## config.mk

```make
export PLATFORM = sky130hd
export DESIGN_NAME = sas_adc_seq
export DESIGN_NICKNAME = d
export VERILOG_FILES = /design/src/pkg/sas_pkg.sv /design/src/design/sas_adc_seq.sv /design/src/design/sas_sar_core.sv
export SDC_FILE = /design/constraint.sdc
export NUM_CORES = 1
export LEC_CHECK = 0
export BUFFER_PORTS_ARGS = -buffer_cell sky130_fd_sc_hd__buf_4
export CAP_MARGIN = 20
export CORE_MARGIN = 1.5
export CORE_UTILIZATION = 56
export DETAILED_ROUTE_END_ITERATION = 6
export HOLD_SLACK_MARGIN = 0.05
export PLACE_DENSITY = 0.8
export SLEW_MARGIN = 20
export SYNTH_ARGS = -nofsm -noshare
export SYNTH_HDL_FRONTEND = slang
export SYNTH_SLANG_ARGS = --single-unit
```

## constraint.sdc

```tcl
create_clock -name pclk -period 4.3 [get_ports pclk]
set_input_delay 0.215 -clock pclk [delete_from_list [all_inputs] [get_ports pclk]]
set_output_delay 0.215 -clock pclk [all_outputs]
set_load 0.005 [all_outputs]
```

## src/pkg/sas_pkg.sv

```systemverilog
// Purpose: shared constants and types of the sar converter sequencer
// Assumes: apb register map, 32-bit data, one word per register
// Notes:   every offset, field, reset value and timing count lives here
package sas_pkg;
	// register byte offsets
	localparam int          ADDR_W       = 8;
	localparam logic [7:0]  OFF_MODE     = 8'h00;
	localparam logic [7:0]  OFF_CHAN     = 8'h04;
	localparam logic [7:0]  OFF_PINCFG   = 8'h08;
	localparam logic [7:0]  OFF_RES_WIDE = 8'h0C;
	localparam logic [7:0]  OFF_RES_BYTE = 8'h10;
	localparam logic [7:0]  OFF_STATUS   = 8'h14;
	// field layout
	localparam int          MODE_W       = 8;
	localparam int          MODE_CMP_BIT = 0;
	localparam int          MODE_TIME_LSB = 1;
	localparam int          MODE_TIME_W  = 5;
	localparam int          MODE_RUN_BIT = 7;
	localparam int          CHAN_W       = 3;
	localparam int          PINCFG_W     = 4;
	localparam int          CODE_W       = 10;
	localparam int          WIDE_W       = 16;
	localparam int          BYTE_W       = 8;
	localparam int          JUSTIFY_SHIFT = 6;
	localparam int          STAT_BUSY_BIT = 0;
	localparam int          STAT_SETTLED_BIT = 1;
	localparam int          STAT_PEND_BIT = 2;
	// reset values
	localparam logic [7:0]  MODE_RST     = 8'h00;
	localparam logic [2:0]  CHAN_RST     = 3'h0;
	localparam logic [3:0]  PINCFG_RST   = 4'h0;
	localparam logic [15:0] RES_WIDE_RST = 16'h0000;
	localparam logic [7:0]  RES_BYTE_RST = 8'h00;
	// timing
	localparam int          SAMPLE_TICKS = 2;
	localparam int          STEP_BASE_CYC = 4;
	localparam int          CLK_NS       = 4;
	localparam int          SETTLE_NS    = 1000;
	localparam int          SETTLE_CYC   = (SETTLE_NS + CLK_NS - 1) / CLK_NS;
	// conversion engine states
	typedef enum logic [2:0]
	{
		SAS_IDLE    = 3'b001,
		SAS_SAMPLE  = 3'b010,
		SAS_COMPARE = 3'b100
	} sas_state_t;
endpackage : sas_pkg

```

## src/design/sas_adc_seq.sv

```systemverilog
// Purpose: apb-controlled sequencer for a 10-bit sar converter, 8 inputs
// Assumes: analog mux, sample switch, tap dac and comparator sit outside
// Notes:   comparator tap sits half an lsb below trial_code
// Operation
// - with the run bit set, conversions repeat back to back until cleared
// - channel write aborts the conversion; restarts from step one if running
// - reset clears the wide result and the byte result to zero
// - wide result holds the code shifted left six places
// - byte result updates together with the wide result
// - final code rounds input ratio times 1024 to nearest
// - single selected channel out of eight, from channel bits 2..0
// - at the end: latch result, raise completion, start next at once
// - clearing the run bit halts at once; results keep last value
// - after a channel change, completion comes one conversion time and one cycle later
// - conversion time covers sampling plus all bit trials
// - ten comparisons msb to lsb, result transferred after the last
// - a result read coinciding with the update completes first
// - config write at completion wins; no result update, no completion
`timescale 1ns/1ns
module sas_adc_seq #(
	parameter int STEP_BASE    = sas_pkg::STEP_BASE_CYC,
	parameter int SAMPLE_TICKS = sas_pkg::SAMPLE_TICKS
) (
	// clock and reset
	input  wire logic                          pclk,
	input  wire logic                          presetn,
	// apb slave
	input  wire logic                          psel,
	input  wire logic                          penable,
	input  wire logic                          pwrite,
	input  wire logic [sas_pkg::ADDR_W-1:0]    paddr,
	input  wire logic [31:0]                   pwdata,
	output logic [31:0]                        prdata,
	output logic                               pready,
	output logic                               pslverr,
	// analog front end
	output logic                               comparator_enable_bit,
	output logic [sas_pkg::CHAN_W-1:0]         analog_chan,
	output logic                               sample_hold,
	output logic [sas_pkg::CODE_W-1:0]         tap_code,
	input  wire logic                          comp_above,
	output logic [sas_pkg::PINCFG_W-1:0]       analog_pin_config,
	// completion event
	output logic                               conversion_done_irq
);
	// divider width covers the longest step, thirty-two times STEP_BASE
	localparam int DIV_W = $clog2(32 * STEP_BASE + 1);

	// refuse settings the step divider and engine cannot serve
	if (STEP_BASE < 1 || SAMPLE_TICKS < 1 || SAMPLE_TICKS > 8)
		$error("sas_adc_seq: STEP_BASE or SAMPLE_TICKS out of range");

	// the justified result and its byte form must fit the shared widths
	if (sas_pkg::CODE_W + sas_pkg::JUSTIFY_SHIFT != sas_pkg::WIDE_W
		|| sas_pkg::BYTE_W > sas_pkg::CODE_W)
		$error("sas_adc_seq: result field widths do not agree");

	// register map, one aligned word each, data in the low bits:
	//   mode      comparator enable, conversion time field, run bit
	//   channel   three bits naming one of eight inputs
	//   pins      analog or digital use of the input pins
	//   wide      result code justified to the top of sixteen bits
	//   byte      upper eight bits of the result code
	//   status    busy, comparator settled, result pending
	// upper bits read as zero; writes to the read-only words are
	// refused with an error response and leave every register alone
	// unmapped words read zero and also answer with an error
	// offsets live in the shared package and may be moved there alone
	// the status word is read-only and reading it has no side effects
	// the mode word may be rewritten while running; see run control

	// register state, all cleared by reset
	logic [sas_pkg::MODE_W-1:0]    converter_mode_reg_r;
	logic [sas_pkg::CHAN_W-1:0]    channel_select_reg_r;
	logic [sas_pkg::PINCFG_W-1:0]  analog_pin_config_reg_r;
	logic [sas_pkg::WIDE_W-1:0]    conversion_result_wide_r;
	logic [sas_pkg::BYTE_W-1:0]    conversion_result_byte_r;
	logic [31:0]                   prdata_r;
	logic                          irq_r;
	logic                          pend_r;
	logic [sas_pkg::CODE_W-1:0]    pend_code_r;
	logic [DIV_W-1:0]              div_r;
	logic [8:0]                    settle_r;

	// decoded bus activity
	// everything here is combinational from the bus inputs and registers
	logic                          setup_rd;
	logic                          wr_now;
	logic                          wr_mode;
	logic                          wr_chan;
	logic                          wr_pin;
	logic                          cfg_wr;
	logic                          res_rd;
	logic                          mapped;
	logic                          writable;
	logic                          run_r;
	logic                          run_go;
	logic                          restart;
	logic                          tick;
	logic [DIV_W-1:0]              period_m1;
	logic [31:0]                   rd_mux;
	logic                          res_wr;
	logic [sas_pkg::CODE_W-1:0]    res_code;

	// engine side
	// activity flag and finished code of the approximation engine
	logic                          busy;
	logic                          eng_done;
	logic [sas_pkg::CODE_W-1:0]    eng_code;

	// address match against one register offset
	function automatic logic hit(input logic [sas_pkg::ADDR_W-1:0] a,
		input logic [7:0] off);
		hit = (a[sas_pkg::ADDR_W-1:2] == off[sas_pkg::ADDR_W-1:2]);
	endfunction : hit

	// bus decode: a write lands at the access edge; a read is set up
	// one cycle earlier so its data can come from a flip-flop
	// offsets match on the word index, byte lanes are ignored
	assign wr_now   = psel && penable && pwrite;
	assign setup_rd = psel && !penable && !pwrite;
	assign wr_mode  = wr_now && hit(paddr, sas_pkg::OFF_MODE);
	assign wr_chan  = wr_now && hit(paddr, sas_pkg::OFF_CHAN);
	assign wr_pin   = wr_now && hit(paddr, sas_pkg::OFF_PINCFG);
	assign cfg_wr   = wr_mode || wr_chan || wr_pin;
	assign res_rd   = psel && !pwrite && (hit(paddr, sas_pkg::OFF_RES_WIDE)
		|| hit(paddr, sas_pkg::OFF_RES_BYTE));
	assign writable = hit(paddr, sas_pkg::OFF_MODE) || hit(paddr, sas_pkg::OFF_CHAN)
		|| hit(paddr, sas_pkg::OFF_PINCFG);
	assign mapped   = writable || hit(paddr, sas_pkg::OFF_RES_WIDE)
		|| hit(paddr, sas_pkg::OFF_RES_BYTE) || hit(paddr, sas_pkg::OFF_STATUS);

	// zero wait states; error on unmapped or read-only write
	// ready is tied high, so every access phase lasts one cycle
	assign pready  = 1'b1;
	assign pslverr = psel && penable && (!mapped || (pwrite && !writable));
	assign prdata  = prdata_r;

	// run control: start and halt both act at the edge of the mode write;
	// the engine sees the value being written, not the stored bit, so a
	// start is not lost behind the old run bit and a halt drops the next step
	// a channel write while running, or a fresh start, restarts from sampling
	assign run_r   = converter_mode_reg_r[sas_pkg::MODE_RUN_BIT];
	assign run_go  = wr_mode ? pwdata[sas_pkg::MODE_RUN_BIT] : run_r;
	assign restart = (wr_chan && run_r)
		|| (wr_mode && pwdata[sas_pkg::MODE_RUN_BIT] && !run_r);

	// mode register: comparator enable, conversion time, run bit
	// the whole byte is stored; unused bit 6 reads back as written
	always_ff @(posedge pclk or negedge presetn)
	begin
		if (!presetn)
			converter_mode_reg_r <= sas_pkg::MODE_RST;
		else if (wr_mode)
			converter_mode_reg_r <= pwdata[sas_pkg::MODE_W-1:0];
	end

	// channel select, three bits of a single channel
	// a write here also restarts a running conversion, see run control
	always_ff @(posedge pclk or negedge presetn)
	begin
		if (!presetn)
			channel_select_reg_r <= sas_pkg::CHAN_RST;
		else if (wr_chan)
			channel_select_reg_r <= pwdata[sas_pkg::CHAN_W-1:0];
	end

	// pin configuration, passed straight to the port logic
	// no effect on conversion timing; the port logic decides pin use
	always_ff @(posedge pclk or negedge presetn)
	begin
		if (!presetn)
			analog_pin_config_reg_r <= sas_pkg::PINCFG_RST;
		else if (wr_pin)
			analog_pin_config_reg_r <= pwdata[sas_pkg::PINCFG_W-1:0];
	end

	// step divider; period scales with the conversion time field
	// one step lasts (time field + 1) * STEP_BASE cycles; a conversion is
	// SAMPLE_TICKS sampling steps plus ten trial steps, so the whole time
	// from the restart edge to the last trial is a fixed number of steps
	// the count restarts with the engine, so after a channel write the next
	// completion is exactly one conversion time plus one cycle away
	// changing the time field while running sets the length of the current step and every later one
	// tick is a single-cycle enable; nothing here runs on a second clock
	// the divider holds at zero while the engine is idle
	assign period_m1 = DIV_W'((32'(converter_mode_reg_r[sas_pkg::MODE_TIME_LSB +:
		sas_pkg::MODE_TIME_W]) + 32'd1) * 32'(STEP_BASE) - 32'd1);
	assign tick = (div_r >= period_m1);

	always_ff @(posedge pclk or negedge presetn)
	begin
		if (!presetn)
			div_r <= '0;
		else if (restart || !busy || tick)
			div_r <= '0;
		else
			div_r <= div_r + 1'b1;
	end

	// comparator settling counter, visible as a status bit
	// software must still wait for it; the run bit is not held back here
	// the count saturates and clears as soon as the comparator is disabled
	always_ff @(posedge pclk or negedge presetn)
	begin
		if (!presetn)
			settle_r <= '0;
		else if (!converter_mode_reg_r[sas_pkg::MODE_CMP_BIT])
			settle_r <= '0;
		else if (settle_r != 9'(sas_pkg::SETTLE_CYC))
			settle_r <= settle_r + 1'b1;
	end

	// walk of one conversion, N cycles a step, S sampling steps:
	//   edge E             restart; sampling begins, step count cleared
	//   E+N .. E+S*N       sampling steps, the input follows the switch
	//   E+(S+1)*N ..       ten trials, msb first, last one at E+(S+10)*N
	//   one edge later     both result words written, unless held or dropped
	//   same edge          completion pulse high for a single cycle
	//   last trial edge    the next conversion already starts sampling

	// conversion engine
	// the tap code goes to the resistor string, the comparator answers on
	// comp_above, and the engine decides one bit per step from the top down
	sas_sar_core #(
		.CODE_W       (sas_pkg::CODE_W),
		.SAMPLE_TICKS (SAMPLE_TICKS)
	) u_core (
		.pclk       (pclk),
		.presetn    (presetn),
		.run        (run_go),
		.restart    (restart),
		.tick       (tick),
		.comp_above (comp_above),
		.busy       (busy),
		.sampling   (sample_hold),
		.trial_code (tap_code),
		.done       (eng_done),
		.code       (eng_code)
	);

	// result write: config write drops it, a result read defers it
	// a config write in the cycle the engine finishes wins outright: no
	// result update and no completion pulse for that conversion
	// a read of either result word, from setup to access, holds the update
	// back so the reader sees the old pair; the new code waits in pend
	// and lands in the first cycle after the read, with its pulse
	assign res_wr   = !res_rd && ((eng_done && !cfg_wr) || pend_r);
	assign res_code = pend_r ? pend_code_r : eng_code;

	// deferred result held while a read of the results is in flight
	// only one code is kept: a read lasts two cycles, a conversion far longer
	always_ff @(posedge pclk or negedge presetn)
	begin
		if (!presetn)
		begin
			pend_r      <= 1'b0;
			pend_code_r <= '0;
		end
		else if (eng_done && !cfg_wr && res_rd)
		begin
			pend_r      <= 1'b1;
			pend_code_r <= eng_code;
		end
		else if (res_wr || cfg_wr)
			pend_r <= 1'b0;
	end

	// result registers, left justified wide form and upper byte
	// both words change on the same edge, so a reader never sees a wide
	// word and a byte word from different conversions
	// clearing the run bit leaves both holding the last completed code
	always_ff @(posedge pclk or negedge presetn)
	begin
		if (!presetn)
		begin
			conversion_result_wide_r <= sas_pkg::RES_WIDE_RST;
			conversion_result_byte_r <= sas_pkg::RES_BYTE_RST;
		end
		else if (res_wr)
		begin
			conversion_result_wide_r <= {res_code, {sas_pkg::JUSTIFY_SHIFT{1'b0}}};
			conversion_result_byte_r <= res_code[sas_pkg::CODE_W-1 -:
				sas_pkg::BYTE_W];
		end
	end

	// completion pulse, raised with the result update only
	// it rises on the result edge and lasts one cycle
	always_ff @(posedge pclk or negedge presetn)
	begin
		if (!presetn)
			irq_r <= 1'b0;
		else
			irq_r <= res_wr;
	end

	// read mux
	// unmapped words and unused upper bits read back as zero
	// status shows engine activity, settled comparator and a deferred result
	always_comb
	begin
		rd_mux = 32'h00000000;
		if (hit(paddr, sas_pkg::OFF_MODE))
			rd_mux[sas_pkg::MODE_W-1:0] = converter_mode_reg_r;
		else if (hit(paddr, sas_pkg::OFF_CHAN))
			rd_mux[sas_pkg::CHAN_W-1:0] = channel_select_reg_r;
		else if (hit(paddr, sas_pkg::OFF_PINCFG))
			rd_mux[sas_pkg::PINCFG_W-1:0] = analog_pin_config_reg_r;
		else if (hit(paddr, sas_pkg::OFF_RES_WIDE))
			rd_mux[sas_pkg::WIDE_W-1:0] = conversion_result_wide_r;
		else if (hit(paddr, sas_pkg::OFF_RES_BYTE))
			rd_mux[sas_pkg::BYTE_W-1:0] = conversion_result_byte_r;
		else if (hit(paddr, sas_pkg::OFF_STATUS))
		begin
			rd_mux[sas_pkg::STAT_BUSY_BIT]    = busy;
			rd_mux[sas_pkg::STAT_SETTLED_BIT] = (settle_r == 9'(sas_pkg::SETTLE_CYC));
			rd_mux[sas_pkg::STAT_PEND_BIT]    = pend_r;
		end
	end

	// read data captured in the setup cycle, shown in the access cycle
	// sampled early so that a result update deferred by the same read
	// cannot change what the reader gets; held until the next read setup
	always_ff @(posedge pclk or negedge presetn)
	begin
		if (!presetn)
			prdata_r <= 32'h00000000;
		else if (setup_rd)
			prdata_r <= rd_mux;
	end

	// front-end outputs
	// all come straight from registers, so the analog side sees no glitches
	// pin configuration is passed on for the port muxes outside
	assign comparator_enable_bit = converter_mode_reg_r[sas_pkg::MODE_CMP_BIT];
	assign analog_chan           = channel_select_reg_r;
	assign analog_pin_config     = analog_pin_config_reg_r;
	assign conversion_done_irq   = irq_r;
endmodule : sas_adc_seq

```

## src/design/sas_sar_core.sv

```systemverilog
// Purpose: successive-approximation engine, sample phase then bit trials
// Assumes: tick is a one-cycle step enable; comp_above is valid at tick
// Notes:   trial_code is the tap code the analog side compares against
`timescale 1ns/1ns
module sas_sar_core #(
	parameter int CODE_W       = sas_pkg::CODE_W,
	parameter int SAMPLE_TICKS = sas_pkg::SAMPLE_TICKS
) (
	// clock and reset
	input  wire logic              pclk,
	input  wire logic              presetn,
	// control
	input  wire logic              run,
	input  wire logic              restart,
	input  wire logic              tick,
	input  wire logic              comp_above,
	// status and result
	output logic                   busy,
	output logic                   sampling,
	output logic [CODE_W-1:0]      trial_code,
	output logic                   done,
	output logic [CODE_W-1:0]      code
);
	localparam int CNT_W = $clog2(CODE_W + SAMPLE_TICKS + 1);

	sas_pkg::sas_state_t   state_r;
	logic [CNT_W-1:0]      cnt_r;
	logic [CODE_W-1:0]     sar_r;
	logic [CODE_W-1:0]     sar_cmp;
	logic                  fin;

	// current trial bit replaced by the comparator decision
	always_comb
	begin
		sar_cmp = sar_r;
		for (int i = 0; i < CODE_W; i++)
			if (cnt_r == CNT_W'(i))
				sar_cmp[i] = comp_above;
	end

	assign fin = run && !restart && tick && (state_r == sas_pkg::SAS_COMPARE)
		&& (cnt_r == '0);

	// sequencing: sample ticks, then one trial per tick from msb down
	always_ff @(posedge pclk or negedge presetn)
	begin
		if (!presetn)
		begin
			state_r <= sas_pkg::SAS_IDLE;
			cnt_r   <= '0;
			sar_r   <= '0;
		end
		else if (!run)
			state_r <= sas_pkg::SAS_IDLE;
		else if (restart)
		begin
			state_r <= sas_pkg::SAS_SAMPLE;
			cnt_r   <= '0;
		end
		else if (tick)
		begin
			unique case (state_r)
				sas_pkg::SAS_IDLE:
					state_r <= sas_pkg::SAS_IDLE;
				sas_pkg::SAS_SAMPLE:
					if (cnt_r == CNT_W'(SAMPLE_TICKS - 1))
					begin
						state_r <= sas_pkg::SAS_COMPARE;
						cnt_r   <= CNT_W'(CODE_W - 1);
						sar_r   <= {1'b1, {(CODE_W-1){1'b0}}};
					end
					else
						cnt_r <= cnt_r + 1'b1;
				sas_pkg::SAS_COMPARE:
					if (cnt_r == '0)
					begin
						state_r <= sas_pkg::SAS_SAMPLE;
						cnt_r   <= '0;
					end
					else
					begin
						sar_r <= sar_cmp | (CODE_W'(1) << (cnt_r - 1'b1));
						cnt_r <= cnt_r - 1'b1;
					end
			endcase
		end
	end

	// finished code and its one-cycle completion pulse
	always_ff @(posedge pclk or negedge presetn)
	begin
		if (!presetn)
		begin
			done <= 1'b0;
			code <= '0;
		end
		else
		begin
			done <= fin;
			if (fin)
				code <= sar_cmp;
		end
	end

	assign busy       = (state_r != sas_pkg::SAS_IDLE);
	assign sampling   = (state_r == sas_pkg::SAS_SAMPLE);
	assign trial_code = sar_r;
endmodule : sas_sar_core

```

==> results.py <==
metrics = {
    "outcome": {
        "status": "finished clean",
    },
    "routing": {
        "ant_nets": 0,
        "viasPerCell": 5.86,
        "drt_wl_total_um": 11300,
        "wl_per_cell_um": 16.2,
        "vias": 4077,
        "first_pass_iters": 4,
        "drc_errors": 0,
        "drt_iter0_drc": 182,
    },
    "layout": {
        "seq_area_um2": 2450,
        "multi_input_area_um2": 2600,
        "final_common_cell": "dfrtp_1",
        "diodes": 0,
        "syn_to_final_growth_pct": 11.0,
        "finish.instance_area_um2": 5890,
        "final_cell_mix": "dfrtp_1 (97), nand2_1 (58), buf_4 (58)",
        "drive_gt1_share_pct": 20.2,
        "stdcell_count": 696,
        "fin_nets": 638,
        "fill_cells": 755,
    },
    "synthesis": {
        "ys.flop_type": "dfrtp_1",
        "ys_async_sr_fraction_pct": 100,
        "ys_ff_latch": 98,
        "netlist_area_um2": 5310,
        "synth_edf_count": 0,
        "synth.avg_cell_area_um2": 9.75,
        "synth_warnings": 0,
        "syn_inst": 544,
        "netlist-cell-type-count": 55,
        "ys_seq_area_share_pct": 46.3,
    },
    "global_route": {
        "grt_max_degree": 68,
        "grt_overflow": 0,
        "antenna_found_initial": 0,
        "grtUsageTotal_pct": 23.6,
        "grt_pass1_wl_um": 18700,
        "grt_pass1_vias": 3911,
    },
    "placement": {
        "port_buffers": 56,
        "dpl.cell_count": 679,
        "place.gp.congestion": 0.925,
        "place_hpwl_um": 8170,
        "placed_cell_area_um2": 5680,
    },
    "worst_setup_path": {
        "end_kind": "flop",
        "path_max_fanout": 9,
        "crit_required_ns": 4.54,
        "worstSetupStartpointType": "flop",
        "crit_arrival_ns": 3.70,
        "crit_type": "flop to flop",
    },
    "clock_tree": {
        "clk_pin_slew_ns": 0.10,
        "cts_resized": 0,
        "cts_tree": "yes",
        "cts_root_buf": "clkbuf_8",
        "cts-buffers-inserted": 9,
        "clock_path_buffers": 2,
        "htreeDepth": 3,
        "clock_sinks": 98,
        "clk_latency_ns": 0.37,
    },
    "sta": {
        "rsz0062_at_grt": "false",
        "tightestPinTransition_ns": 1.02,
        "slew_headroom_pct": 32.2,
        "fmax_mhz": 289,
        "setup_violations": 0,
        "final_max_slew_viol_count": 0,
        "skew_ns": 0.0143,
        "fin_setup_tns_ns": 0,
        "period_minus_slack_ns": 3.47,
        "final_hold_viol_count": 0,
        "layout_worst_path_cycle_share_pct": 80.6,
    },
    "floorplanning": {
        "die_w_um": 100,
        "core-area_um2": 9200,
        "start_util_pct": 57.7,
        "ios": 100,
        "rows": 35,
        "die_y_um": 100,
        "die_area_um2": 10100,
    },
    "pwr": {
        "ir_drop_mv": 0.164,
        "powerDensity_nw_per_um2": 283,
        "power_leakage_nw": 2.69,
    },
    "run": {
        "drv_cap": 0,
    },
    "worst_hold_path": {
        "hp-class": "primary input to flop",
    },
}
-- layout make-up --
class	instances	share of cell area (%)
flip-flops and latches	98	41.7
inverters	16	1.02
multi-input cells	396	44.1
clock buffers	11	2.57
well taps	111	2.36
clock inverters	5	0.722
repair buffers	59	7.56
-- logic make-up (layout without fill, tap and decap cells) --
family	after synthesis	after routing	share of synthesized area (%)
xor gates and xnor gates	14	14	2.31
other	2	17	0.142
DFF	98	98	46.3
AOI/OAI and AO/OA	107	107	12.4
and+or+nand+nor	183	183	16.7
muxes	63	63	13.2
buffers and inverters	65	91	6.11
adders and majority gates	12	12	2.83
-- critical path, stage by stage, from the launching register on --
cell       delay (ns)
dfrtp_1          0.48
ha_1             0.30
nor2b_1          0.19
mux2i_1          0.09
o32ai_1          0.13
nand2_1          0.10
xor2_1           0.16
ha_1             0.30
a2111oi_0        0.35
o21ai_0          0.14
o21ai_1          0.43
o21ai_0          0.20
a22o_1           0.32
mux2i_1          0.14
-- synth_stat cells, types with 4 or more instances --
| cell type | number | share of area, % |
|---|---|---|
| nor3b_1 | 5 | 0.71 |
| clkbuf_1 | 25 | 1.8 |
| mux2i_1 | 28 | 5.3 |
| nand3_1 | 26 | 2.5 |
| inv_1 | 16 | 1.1 |
| and3_1 | 4 | 0.47 |
| a21oi_1 | 28 | 2.6 |
| nor2_1 | 42 | 3.0 |
| a22oi_1 | 5 | 0.71 |
| or3_1 | 6 | 0.71 |
| or4_1 | 4 | 0.57 |
| xor2_1 | 6 | 0.99 |
| mux2_4 | 4 | 1.1 |
| nor3_1 | 9 | 0.85 |
| buf_4 | 17 | 2.4 |
| nand4_1 | 5 | 0.59 |
| nand2_1 | 58 | 4.1 |
| nor2b_1 | 5 | 0.59 |
| nor4_1 | 6 | 0.71 |
| buf_1 | 4 | 0.28 |
| mux2_2 | 30 | 6.4 |
| a21boi_0 | 4 | 0.57 |
| o21ai_0 | 35 | 3.3 |
| xnor2_1 | 8 | 1.3 |
| ha_1 | 12 | 2.8 |
| and2_1 | 5 | 0.59 |
| o211ai_1 | 4 | 0.57 |
| dfrtp_1 | 97 | 46 |
-- timing repair --
item	in CTS	in global routing
hold buffers	1	0
setup buffers	0	0
endpoints found under the hold margin	65	0
endpoints found under the setup margin	0	0
-- metrics by stage --
stage	utilization, %	setup WS [ns]	power [mW]	hold slack (ns)
after global placement	61.7	0.877	1.10	0.366
after global routing	64.1	0.451	1.73	0.0751
final	64.1	0.834	1.67	0.0817
after CTS	63.9	0.707	1.68	0.0710
after floorplan	-	1.23	1.05	-0.0806
after detailed placement	61.7	0.756	1.10	0.368
-- where the power goes --
group          internal [mW]  switching (mW)  leakage [nW]  total (mW)
sequential             0.932          0.0236          1.35       0.956
clock                  0.252           0.331         0.103       0.583
combinational         0.0521          0.0785          1.24       0.131
-- flip-flops by register name (all words and copies together) (netlist names) --
name                      cells
prdata                       16
pend_code_r                  10
u_core.code                  10
u_core.trial_code            10
settle_r                      9
conversion_result_byte_r      8
converter_mode_reg_r          8
div_r                         8
analog_pin_config             4
u_core.cnt_r                  4
analog_chan                   3
u_core.state_r                3
conversion_result_wide_r      2
conversion_done_irq           1
pend_r                        1
u_core.done                   1
-- metal layers --
| layer | GRT usage [%] | vias up | wire (um) |
|---|---|---|---|
| met2 | 40.0 | 89 | 5780 |
| met1 | 31.0 | 2011 | 4880 |
| li1 | - | 1962 | - |
| met5 | 0 | - | 0 |
| met4 | 7.91 | 0 | 161 |
| met3 | 3.62 | 15 | 473 |
-- worst paths after layout --
kind	start	end	slack (ns)	cells past startpoint
max	converter_mode_reg_r[2]	u_core.cnt_r[0]	0.83	13
min	pwdata[6]	converter_mode_reg_r[6]	0.08	2
max reg2reg	converter_mode_reg_r[2]	u_core.cnt_r[0]	0.83	13
min reg2reg	prdata[14]	prdata[14]	0.48	2
max in group asynchronous	presetn	u_core.trial_code[4]	2.89	3
min in group asynchronous	presetn	div_r[1]	0.49	2
No activity file was read; power rests on OpenSTA's default activity.
